[src/shared/map_aux_pkg.sv]
// Shared constants and types for the plan-frame auxiliary sub-field codec
package map_aux_pkg;
   // ****************************************
   // Sub-field codes and octet positions
   // ****************************************
   localparam logic [6:0] TYPE_INTERFERENCE = 7'h0c;
   localparam logic [6:0] TYPE_POWER_SAVE = 7'h0f;
   localparam int FLAG_BIT = 7;
   localparam int IM_FIXED_LEN = 28;
   localparam int PS_FIXED_LEN = 8;
   localparam logic [7:0] WAKE_ALL = 8'hff;
   localparam int LIST_DEPTH = 256;
   localparam int FIFO_DEPTH = 16;
   localparam logic [7:0] PRESENCE_NORMAL = 8'h00;
   localparam logic [7:0] PRESENCE_ACCEPT = 8'h01;
   localparam logic [7:0] PRESENCE_REJECT_CLUSTER = 8'h02;
   localparam logic [7:0] PRESENCE_REJECT_BUSY = 8'h03;
   localparam logic [7:0] FIELD_OCTET = 8'h02;
   localparam logic [7:0] PS_COUNT_OCTET = 8'h09;
   localparam logic [7:0] PS_LIST_OCTET = 8'h0a;
   localparam logic [7:0] PRESENCE_OCTET = 8'h1c;
   localparam logic [7:0] IM_COUNT_OCTET = 8'h1d;
   localparam logic [7:0] IM_LIST_OCTET = 8'h1e;

   // ****************************************
   // Field record types
   // ****************************************
   typedef struct packed {
      logic changedFlag;
      logic [47:0] clusterIdentifier;
      logic [47:0] masterRegistrationIdentifier;
      logic [15:0] clusterCycleCounter;
      logic [23:0] syncReferenceDomainIdentifier;
      logic [23:0] ownDomainIdentifier;
      logic [47:0] senderMacAddress;
      logic [7:0] presenceHandshakeCode;
      logic [7:0] authorizedSenderCount;
   } interference_fields_t;

   typedef struct packed {
      logic [7:0] sleepCycleStartDelay;
      logic [15:0] defaultInactiveDuration;
      logic [15:0] defaultActiveDuration;
      logic [15:0] defaultIntracycleActivityMap;
      logic [7:0] wakeRequestCount;
   } power_fields_t;
endpackage

[src/shared/map_aux_link_if.sv]
// Octet stream link between the framer and the parser
`timescale 1ns/10ps
interface map_aux_link_if;
   logic [7:0] data;
   logic valid;
   logic last;
   logic ready;
   modport framer (output data, output valid, output last, input ready);
   modport parser (input data, input valid, input last, output ready);
endinterface

[src/rtl/map_aux_fifo.sv]
// Parameterised valid/ready FIFO
`timescale 1ns/10ps
module map_aux_fifo #(
   parameter int WIDTH = 9,
   parameter int DEPTH = map_aux_pkg::FIFO_DEPTH
) (
   // Clock and reset
   input wire logic clock,
   input wire logic rst_b,
   // Fill side
   input wire logic [WIDTH-1:0] inData,
   input wire logic inValid,
   output logic inReady,
   // Drain side
   output logic [WIDTH-1:0] outData,
   output logic outValid,
   input wire logic outReady
);
   localparam int AW = $clog2(DEPTH);
   logic [WIDTH-1:0] store [DEPTH];
   logic [AW-1:0] wrPtr;
   logic [AW-1:0] rdPtr;
   logic [AW:0] count;
   wire push = inValid && inReady;
   wire pop = outValid && outReady;
   assign inReady = count != (AW+1)'(DEPTH);
   assign outValid = count != '0;
   assign outData = store[rdPtr];
   always_ff @(posedge clock) begin
      if (push) begin
         store[wrPtr] <= inData;
      end
   end
   always_ff @(posedge clock or negedge rst_b) begin
      if (!rst_b) begin
         wrPtr <= '0;
         rdPtr <= '0;
         count <= '0;
      end else begin
         if (push) begin
            wrPtr <= (wrPtr == AW'(DEPTH-1)) ? '0 : wrPtr + 1'b1;
         end
         if (pop) begin
            rdPtr <= (rdPtr == AW'(DEPTH-1)) ? '0 : rdPtr + 1'b1;
         end
         count <= count + (AW+1)'(push) - (AW+1)'(pop);
      end
   end
endmodule

[src/rtl/map_aux_framer.sv]
// Domain master end: builds either sub-field, one per request, into an octet stream
// Functional notes
// Interference type 0c, variable length
// Interference changed flag either value
// Length octet is full, content dependent
// Cluster and master identifiers, octets 2-13
// Cycle counter in octets 14-15
// Reference and own domain identifiers
// Sender MAC address octets 22-27
// Presence handshake code octet 28
// Authorized count; zero suppresses presence
// Authorized entries follow the count
// Power type 0f, flag one
// Sleep start delay in octet 2
// Inactive duration octets 3-4
// Active duration octets 5-6
// Activity map octets 7-8
// Wake count; 255 wakes all
// Wake entries from octet 10
// Reserved bits zero out, ignored in
// Multi-octet fields least significant first
`timescale 1ns/10ps
module map_aux_framer (
   // Clock and reset
   input wire logic clock,
   input wire logic rst_b,
   // Build request
   input wire logic sendInterference,
   input wire logic sendPower,
   input wire map_aux_pkg::interference_fields_t imFields,
   input wire map_aux_pkg::power_fields_t psFields,
   output logic busy,
   // List loading
   input wire logic listWrite,
   input wire logic [7:0] listAddr,
   input wire logic [7:0] listData,
   // Link
   map_aux_link_if.framer link
);
   // ****************************************
   // State and holding registers
   // ****************************************
   typedef enum {IDLE, EMIT} state_t;
   state_t state;
   logic isPower;
   logic [7:0] index;
   logic [7:0] listLen;
   logic [8:0] total;
   logic [7:0] list [map_aux_pkg::LIST_DEPTH];
   logic inReady;
   map_aux_pkg::interference_fields_t imHold;
   map_aux_pkg::power_fields_t psHold;
   logic [8:0] outWord;
   logic outValid;
   logic [8:0] linkWord;
   logic linkValid;

   // ****************************************
   // Octet selection
   // ****************************************
   wire [207:0] imFlat = {imHold.senderMacAddress,
      imHold.ownDomainIdentifier, imHold.syncReferenceDomainIdentifier,
      imHold.clusterCycleCounter, imHold.masterRegistrationIdentifier,
      imHold.clusterIdentifier};
   wire [63:0] psFlat = {8'h00, psHold.defaultIntracycleActivityMap,
      psHold.defaultActiveDuration, psHold.defaultInactiveDuration,
      psHold.sleepCycleStartDelay};
   wire [7:0] fixedLen = isPower ? 8'(map_aux_pkg::PS_FIXED_LEN)
      : 8'(map_aux_pkg::IM_FIXED_LEN);
   wire [7:0] lengthOctet = 8'(fixedLen + listLen);
   wire [7:0] fieldOffset = index - map_aux_pkg::FIELD_OCTET;
   wire [7:0] imOctet = imFlat[8*fieldOffset +: 8];
   wire [7:0] psOctet = psFlat[8*fieldOffset +: 8];
   wire [7:0] headOctet = isPower
      ? {1'b1, map_aux_pkg::TYPE_POWER_SAVE}
      : {imHold.changedFlag, map_aux_pkg::TYPE_INTERFERENCE};
   wire [7:0] listBase = isPower ? map_aux_pkg::PS_LIST_OCTET
      : map_aux_pkg::IM_LIST_OCTET;
   wire [7:0] countPos = isPower ? map_aux_pkg::PS_COUNT_OCTET
      : map_aux_pkg::IM_COUNT_OCTET;
   wire [7:0] countOctet = isPower ? psHold.wakeRequestCount
      : imHold.authorizedSenderCount;
   wire atHead = index == 8'h00;
   wire atLength = index == 8'h01;
   wire atList = index >= listBase;
   wire atCount = index == countPos;
   wire atPresence = !isPower && index == map_aux_pkg::PRESENCE_OCTET;
   logic [7:0] octet;
   always_comb begin
      if (atHead) begin
         octet = headOctet;
      end else if (atLength) begin
         octet = lengthOctet;
      end else if (atList) begin
         octet = list[8'(index - listBase)];
      end else if (atCount) begin
         octet = countOctet;
      end else if (atPresence) begin
         octet = imHold.presenceHandshakeCode;
      end else if (isPower) begin
         octet = psOctet;
      end else begin
         octet = imOctet;
      end
   end
   wire lastOctet = {1'b0, index} == total - 9'h001;
   wire push = state == EMIT && inReady;

   // ****************************************
   // Request decoding
   // ****************************************
   wire startAny = sendInterference || sendPower;
   wire frameStart = state == IDLE && startAny;
   wire frameEnd = push && lastOctet;
   wire wakeEveryone = psFields.wakeRequestCount == map_aux_pkg::WAKE_ALL;
   wire [7:0] wakeListLen = wakeEveryone ? 8'h00
      : psFields.wakeRequestCount;
   wire [7:0] nextListLen = sendInterference
      ? imFields.authorizedSenderCount : wakeListLen;
   wire [8:0] nextFixedLen = sendInterference
      ? 9'(map_aux_pkg::IM_FIXED_LEN + 2)
      : 9'(map_aux_pkg::PS_FIXED_LEN + 2);
   wire [8:0] nextTotal = nextFixedLen + {1'b0, nextListLen};

   // ****************************************
   // Sequencing
   // ****************************************
   always_ff @(posedge clock) begin
      if (listWrite && state == IDLE) begin
         list[listAddr] <= listData;
      end
   end
   always_ff @(posedge clock or negedge rst_b) begin
      if (!rst_b) begin
         state <= IDLE;
         busy <= 1'b0;
      end else begin
         case (state)
            IDLE: begin
               if (frameStart) begin
                  state <= EMIT;
                  busy <= 1'b1;
               end
            end
            EMIT: begin
               if (frameEnd) begin
                  state <= IDLE;
                  busy <= 1'b0;
               end
            end
            default: begin
               state <= IDLE;
               busy <= 1'b0;
            end
         endcase
      end
   end
   always_ff @(posedge clock or negedge rst_b) begin
      if (!rst_b) begin
         index <= 8'h00;
      end else if (frameStart) begin
         index <= 8'h00;
      end else if (push) begin
         index <= index + 8'h01;
      end
   end
   always_ff @(posedge clock or negedge rst_b) begin
      if (!rst_b) begin
         isPower <= 1'b0;
         listLen <= 8'h00;
         total <= 9'h000;
         imHold <= '0;
         psHold <= '0;
      end else if (frameStart) begin
         isPower <= !sendInterference;
         listLen <= nextListLen;
         total <= nextTotal;
         imHold <= imFields;
         psHold <= psFields;
      end
   end

   // ****************************************
   // Output buffering
   // ****************************************
   wire emitting = state == EMIT;
   wire drainReady = !linkValid || link.ready;
   map_aux_fifo #(.WIDTH(9), .DEPTH(map_aux_pkg::FIFO_DEPTH))
      map_aux_fifo_inst (
      .clock(clock),
      .rst_b(rst_b),
      .inData({lastOctet, octet}),
      .inValid(emitting),
      .inReady(inReady),
      .outData(outWord),
      .outValid(outValid),
      .outReady(drainReady)
   );

   // ****************************************
   // Output stage
   // ****************************************
   always_ff @(posedge clock or negedge rst_b) begin
      if (!rst_b) begin
         linkWord <= 9'h000;
         linkValid <= 1'b0;
      end else if (drainReady) begin
         linkWord <= outWord;
         linkValid <= outValid;
      end
   end
   assign link.data = linkWord[7:0];
   assign link.last = linkWord[8];
   assign link.valid = linkValid;
endmodule

[src/flat_wrapper.sv]
// flat-port wrapper written by rule: the top's interface ports become plain ports
module map_aux_framer_flat 
  (clock, rst_b, sendInterference, sendPower, imFields, psFields, busy, listWrite, listAddr, listData, link_data, link_valid, link_last, link_ready);
  map_aux_link_if link_i ();
  input wire logic clock;
  input wire logic rst_b;
  input wire logic sendInterference;
  input wire logic sendPower;
  input wire map_aux_pkg::interference_fields_t imFields;
  input wire map_aux_pkg::power_fields_t psFields;
  output logic busy;
  input wire logic listWrite;
  input wire logic [7:0] listAddr;
  input wire logic [7:0] listData;
  output wire logic [$bits(link_i.data)-1:0] link_data;
  output wire logic [$bits(link_i.valid)-1:0] link_valid;
  output wire logic [$bits(link_i.last)-1:0] link_last;
  input wire logic [$bits(link_i.ready)-1:0] link_ready;
  assign link_data = link_i.data;
  assign link_valid = link_i.valid;
  assign link_last = link_i.last;
  assign link_i.ready = link_ready;
  map_aux_framer u_core (.clock(clock), .rst_b(rst_b), .sendInterference(sendInterference), .sendPower(sendPower), .imFields(imFields), .psFields(psFields), .busy(busy), .listWrite(listWrite), .listAddr(listAddr), .listData(listData), .link(link_i));
endmodule
[config.mk]
export PLATFORM = sky130hd
export DESIGN_NAME = map_aux_framer_flat
export DESIGN_NICKNAME = d
export VERILOG_FILES = /design/src/shared/map_aux_pkg.sv /design/src/shared/map_aux_link_if.sv /design/src/rtl/map_aux_fifo.sv /design/src/rtl/map_aux_framer.sv /design/src/flat_wrapper.sv
export SDC_FILE = /design/constraint.sdc
export NUM_CORES = 2
export LEC_CHECK = 0
export BUFFER_PORTS_ARGS = -buffer_cell sky130_fd_sc_hd__buf_2
export CAP_MARGIN = 5
export CORE_UTILIZATION = 58
export CTS_BUF_LIST = sky130_fd_sc_hd__clkbuf_8
export CTS_CLUSTER_DIAMETER = 200
export DETAILED_ROUTE_END_ITERATION = 8
export GPL_ROUTABILITY_DRIVEN = 0
export HOLD_SLACK_MARGIN = 0.05
export PLACE_DENSITY = 0.75
export SYNTH_ARGS = -nofsm -noshare
export SYNTH_HDL_FRONTEND = slang
export SYNTH_SLANG_ARGS = --single-unit
[constraint.sdc]
create_clock -name clock -period 3.85 [get_ports clock]
set_input_delay 0.77 -clock clock [delete_from_list [all_inputs] [get_ports clock]]
set_output_delay 0.77 -clock clock [all_outputs]
set_load 0.005 [all_outputs]
After elaboration in Yosys (flattened, before gate mapping)
Memory sizes are Yosys's and may differ from the RTL's. A register that Yosys moved wholly into a read port is not among the register bits.
Cells that the tools add are included.
- $add $sub $neg: 10
- order comparisons: 1
- eq/ne operators: 12
- shift-type cells: 2
- muxes and demuxes: 28
- reductions and logical operators: 18
- operators with widths (operator ; number):
    $shiftx A208 B12 Y8 ; 1
    $mux W8 ; 12
    $logic_not A32 Y1 ; 2
    $mux W32 ; 2
    $pmux W32 S2 ; 1
    $shiftx A64 B12 Y8 ; 1
    $eq A32 B1 Y1 const B ; 1
    $eq A32 B2 Y1 const B ; 1
    $mux W5 ; 4
    $add A9 B8 Y9 ; 1
    $eq A8 B9 Y1 ; 1
    $sub A9 B1 Y9 const B ; 1
    $add A4 B1 Y4 const B ; 2
    $add A8 B1 Y8 const B ; 1
    $add A8 B8 Y8 ; 1
    $eq A4 B4 Y1 const B ; 2
    $eq A8 B1 Y1 const B ; 1
    $eq A8 B5 Y1 const B ; 1
    $eq A8 B8 Y1 ; 1
    $eq A8 B8 Y1 const B ; 1
    $ge A8 B8 Y1 ; 1
    $logic_not A8 Y1 ; 1
    $mux W4 ; 2
    $sub A8 B2 Y8 const B ; 1
    other kinds (13) ; 28
- register bits: 362
- RAM bits: 2192
- bits of input ports: 311
- output and inout bits: 11
- memories kept: 2
- memories (name ; depth ; width ; read ports ; clocked after Yosys merged registers in ; wr ports ; RTL line ; source):
    u_core.list ; 256 ; 8 ; 1 ; 0 ; 1 ; map_aux_framer.sv:49 ; logic [7:0] list [map_aux_pkg::LIST_DEPTH];
    u_core.map_aux_fifo_inst.store ; 16 ; 9 ; 1 ; 1 ; 1 ; map_aux_fifo.sv:20 ; logic [WIDTH-1:0] store [DEPTH];

Depth between registers and ports, before layout
- depth in word-level cells: 8
- mapped depth: 17
- depth with buffers taken out: 15

Hierarchy
From an unflattened synthesis, not the netlist that was laid out.
- cells, all modules: 5789
- area, all modules: 102548.4 um^2
- modules (own cells, without submodules) (module ; times used ; cells each ; area an instance (um^2) ; seq. area each (um^2)):
    map_aux_framer ; 1 ; 5451 ; 96169.7 ; 69631.8
    map_aux_fifo ; 1 ; 338 ; 6378.6 ; 4649.5

Worst setup path before layout
OpenSTA, ideal clock, no wires.
- kind: reg-to-reg
- start point: reg u_core.index[1]
- end point: mem u_core.map_aux_fifo_inst.store[0][0] (data pin)
- setup time: 0.291 ns
- arrival time: 3.919 ns
- data required time: 3.559 ns
- path slack: -0.361 ns
- cell stages (with the launch flop): 15
- period minus slack after synthesis: 4.211 ns
- cells stage by stage: dfrtp_1 > buf_4 > buf_4 > buf_4 > inv_1 > clkbuf_1 > clkbuf_1 > ha_1 > or4b_2 > a21o_1 > a21oi_1 > and2_1 > o221ai_1 > o2111a_1 > a21oi_1
- word-level cells in the longest chain between the ends: 8
- elaborated cells on any way between the ends: 17
- those cells by class: add/sub: 2; order compare: 1; eq/ne: 3; shift: 2; mux: 6; reduce/logical: 2; memory: 1
- RTL lines (element ; RTL line ; source):
    start: declaration ; map_aux_framer.sv:46 ; logic [7:0] index;
    start signal: assignment ; map_aux_framer.sv:164 ; index <= index + 8'h01;
    $sub A8 B2 Y8 ; map_aux_framer.sv:71 ; wire [7:0] fieldOffset = index - map_aux_pkg::FIELD_OCTET;
    $shiftx A208 B12 Y8 / $shiftx A64 B12 Y8 (equally long branches) ; map_aux_framer.sv:72, map_aux_framer.sv:73 ;
    $mux W8 ; map_aux_framer.sv:100 ; end else if (isPower) begin
    $mux W8 ; map_aux_framer.sv:98 ; end else if (atPresence) begin
    $mux W8 ; map_aux_framer.sv:96 ; end else if (atCount) begin
    $mux W8 ; map_aux_framer.sv:94 ; end else if (atList) begin
    $mux W8 ; map_aux_framer.sv:92 ; end else if (atLength) begin
    $mux W8 * ; map_aux_framer.sv:90 ; if (atHead) begin
    named net u_core.map_aux_fifo_inst.inData[0] ; map_aux_fifo.sv:11 ; input wire logic [WIDTH-1:0] inData,
    end: declaration ; map_aux_fifo.sv:20 ;
Mark *: on every way through the listed nets, which the timed path passes. The rest lies on a longest branch.

Final worst setup path
- start point: reg u_core.index[1]
- end point: mem u_core.map_aux_fifo_inst.store[7][1] (data pin)
Same word-level chain as after synthesis.

==> metrics.md <==
| Metric | Value |
|---|---|
| Vias in the first global route | `approximately 64000` |
| Failing checks | `setup timing` |
| Critical path origin | `u_core.index[1]` |
| Slew Viols, Final | `0` |
| Mapped Area | `101900 um^2` |
| Crit path time final | `4.034 ns` |
| Initial antenna violation count | `11` |
| Min-delay src | `sendPower` |
| RSZ-0062 raised after global routing | `yes` |
| Share of cells above drive strength 1 | `0.2962` |
| Final worst setup slack | `-0.1842 ns` |
| Worst slew pin tran | `around 0.90 ns` |
| Hold Vio Cnt, Final | `0` |
| Final instance area | `~120000 um^2` |
| Setup Crit Path Kind | `reg2reg` |
| P_int | `~65000 uW` |
| Yosys reg bits | `2530` |
| Switch share | `0.3774` |
| Synth top area cells | `edfxtp_1, mux4_2, dfrtp_1, nand2_1, nor2_1` |
| Worst vdd ir | `roughly 870 uV` |
| Post-synth top area share | `0.6459` |
| Worst-skew pair later-pin latency | `approximately 1.1 ns` |
| Die ar. | `~180000 um^2` |
| Crit-path max FO | `16` |
| Worst r2r src | `u_core.index[1]` |
| Vias | `64320` |
| HPWL after DPL | `187100 um` |
| Total of max-cap violations | `0` |
| Register share of total power | `0.334` |
| Post-DRT Antenna Nets | `0` |
| RR Endpoint | `u_core.map_aux_fifo_inst.store[7][1]` |
| Post-Syn Nets | `6243` |
| Static leakage | `approximately 0.044 uW` |
| Logic pwr share | `0.462` |
| Cell Count, Final, Fillers Out | `9909` |
| Fin crit share | `1.048` |
| Dominant synthesized flop cell | `edfxtp_1` |
| Worst Path Required | `roughly 4.6 ns` |
| Cells after synthesis | `5906` |
| PwrDens | `between 800 and 900 nW/um^2` |
| NetSw | `slightly below 40000 uW` |
| Dpl cells | `~9000` |
| Clock power frac | `0.204` |
| Root Driver | `clkbuf_8` |
| # port buffers | `approximately 320` |
| Core area | `174200 um^2` |
| Die width | `approximately 420 um` |
| Worst setup SP type | `flip-flop` |
| Routed wire per std cell | `approximately 30 um` |
| Total congestion overflow | `0` |
| Pre-Repair DR Iteration Count | `7` |
| Die span in y | `roughly 420 um` |
| FMAX | `0.2479 GHz` |
| Area growth from synthesis to layout | `19.77%` |
| Post-synth EDFFs | `around 2200` |
| Rel. slew slack | `0.3963` |
| Number of nets in the layout | `~7600` |
| Biggest area consumer among synthesized cells | `edfxtp_1` |
| Post-DP Area | `between 100000 and 150000 um^2` |
| Initial core utilization | `0.5850` |
| Iter 0 DRT Violations | `between 10000 and 15000` |
| Total track usage | `0.3352` |
| Commonest non-fill, non-tap cell in the layout | `edfxtp_1` |
| R2r worst-path depth | `13` |
| CTS H-tree lvls | `5` |
| Row Count | `around 150` |
| Asr flop ratio synth | `0.1336` |
| CTS Buf Count | `roughly 410` |
| Routed WL | `between 200000 and 300000 um` |
| Detailed-route DRC error count | `0` |
| CTS clk-pin slew, worst paths | `~0.06 ns` |
| Worst Hold Depth | `3` |
| Post-Syn Area per Cell | `around 17 um^2` |
| Sequential area share after synthesis | `0.7289` |
| Setup Skew | `slightly below 0.09 ns` |
| Status | `complete, but fails checks` |
| Reg2reg setup slack | `-0.18 ns` |
| Final setup vio count | `roughly 110` |
| # IOs | `322` |
| CTS tree | `built` |
| Final core occ | `0.7007` |
| Yosys warns | `0` |
| Hold EP | `u_core.state[0]` |
| Routed vias/inst | `between 6 and 7` |
| Most frequent cells in the layout | `edfxtp_1, nand2_1, mux4_2, buf_4, clkbuf_8` |
| Worst EP arrival | `just under 5 ns` |
| Worst slack at placement | `-0.4444 ns` |
| CTS Buffer Depth | `4` |
| Crit end category | `flip-flop` |
| Yosys cell types | `78` |
| Global-route wire length before repair | `roughly 430000 um` |
| HP Class | `in2reg` |
| Clock sinks | `between 2000 and 3000` |
| Largest net degree at the start of global routing | `120` |
registers in the layout (all words and copies together), names as in the netlist:
name / count
u_core.link.valid: 1
u_core.psHold: 8
u_core.map_aux_fifo_inst.wrPtr: 4
u_core.isPower: 1
u_core.map_aux_fifo_inst.rdPtr: 4
u_core.state: 1
u_core.index: 8
u_core.psFlat: 56
u_core.total: 9
u_core.linkWord: 9
u_core.map_aux_fifo_inst.count: 5
u_core.list: 2048
u_core.imFlat: 208
u_core.imHold: 17
u_core.listLen: 7
u_core.map_aux_fifo_inst.store: 144
stage by stage:
stage	hold WS (ns)	total power, uW	TNS [ns]
finish	0.1856	104600	-9.438
floorplan	0.4379	58560	0
detailed placement	0.4575	78560	-30.36
global placement	0.4518	77780	-35.18
global route	0.2001	107300	-9.813
CTS	0.07660	101500	-1.257
cells in the mapped netlist (7+ instances only):
| cell | instances |
|---|---|
| xnor2_1 | 24 |
| a32oi_1 | 16 |
| nor4_1 | 9 |
| mux4_2 | 617 |
| buf_2 | 97 |
| dfrtp_1 | 338 |
| and3_1 | 31 |
| and2_1 | 17 |
| xor2_1 | 13 |
| o31ai_1 | 8 |
| o21ai_0 | 66 |
| a21oi_1 | 65 |
| clkbuf_1 | 183 |
| a211oi_1 | 11 |
| a22oi_1 | 15 |
| a31oi_1 | 35 |
| edfxtp_1 | 2192 |
| a221o_1 | 8 |
| ha_1 | 24 |
| buf_1 | 15 |
| o211ai_1 | 8 |
| nand2_1 | 1213 |
| a22o_1 | 7 |
| mux2i_1 | 109 |
| mux2_2 | 21 |
| inv_1 | 26 |
| nor3_1 | 30 |
| o22ai_1 | 9 |
| buf_4 | 54 |
| buf_6 | 9 |
| a221oi_1 | 24 |
| nor2b_1 | 19 |
| nor2_1 | 334 |
| a311oi_1 | 14 |
| nand4_1 | 40 |
| nand3_1 | 114 |
| o2111ai_1 | 8 |
metal layers:
| layer | up-vias | routed length, um | GRT usage |
|---|---|---|---|
| met5 | - | 20 | 0 |
| met4 | 4 | 18780 | 0.1870 |
| met3 | 1036 | 39200 | 0.08546 |
| met2 | 5461 | 137500 | 0.5085 |
| met1 | 32110 | 104100 | 0.4483 |
| li1 | 25710 | - | - |
logic make-up (layout without fill, tap and decap cells):
family / count (synthesis) / in the layout / synth area share
buf+inv: 385 / 2046 / 0.01802
mux: 747 / 747 / 0.1494
xor+xnor: 39 / 39 / 0.003499
compound gates: 355 / 356 / 0.02445
other cells: 0 / 15 / 0
flops: 2530 / 2530 / 0.7289
simple gates: 1824 / 1825 / 0.07239
fa+ha+maj: 26 / 26 / 0.003340
how the worst max path moves through the flow:
stage | endpoint | slack, ns | cells after the start
floorplan | u_core.map_aux_fifo_inst.store[0][0] | 0.03 | 16
global placement | u_core.map_aux_fifo_inst.store[0][4] | -0.89 | 11
detailed placement | u_core.map_aux_fifo_inst.store[3][5] | -0.44 | 13
CTS | u_core.map_aux_fifo_inst.store[4][1] | -0.07 | 11
global route | u_core.map_aux_fifo_inst.store[7][1] | -0.17 | 11
finish | u_core.map_aux_fifo_inst.store[7][1] | -0.18 | 13
power by group through the flow:
stage               clock (uW)  sequential [uW]  combinational [uW]
floorplan                    0            34700               23900
global placement             0            35100               42600
detailed placement           0            35300               43300
CTS                      21500            34800               45300
global route             22600            35000               49700
finish                   21300            34900               48300
critical path, cell delays in order, from the launching register on:
cell and delay, ns:
dfrtp_4 0.49, fa_4 0.81, buf_12 0.15, buf_12 0.16, buf_12 0.15, buf_4 0.15, mux4_2 0.29, a22o_1 0.23
a221oi_1 0.25, o22ai_1 0.12, o21ai_1 0.13, nand4_1 0.25, a211o_1 0.40, buf_12 0.15
what timing repair did:
action / CTS / global route
pin swaps: 16 / 13
buffers inserted: 17 / 20
hold endpoints to repair: 392 / 0
cloned: 4 / 4
hold buffers: 291 / 0
gates resized for setup: 49 / 41
setup endpoints to repair: 125 / 128
area by class of cell:
type,count,area [um^2]
repair buffers,1311,11080
flip-flops and latches,2530,74290
inverters,27,101.3
well taps,2325,2909
clock inverters,282,1461
fillers,10480,52150
multi-input cells,2993,26310
clock buffers,426,5863
diodes,15,37.54
(Power assumes the default switching activity.)
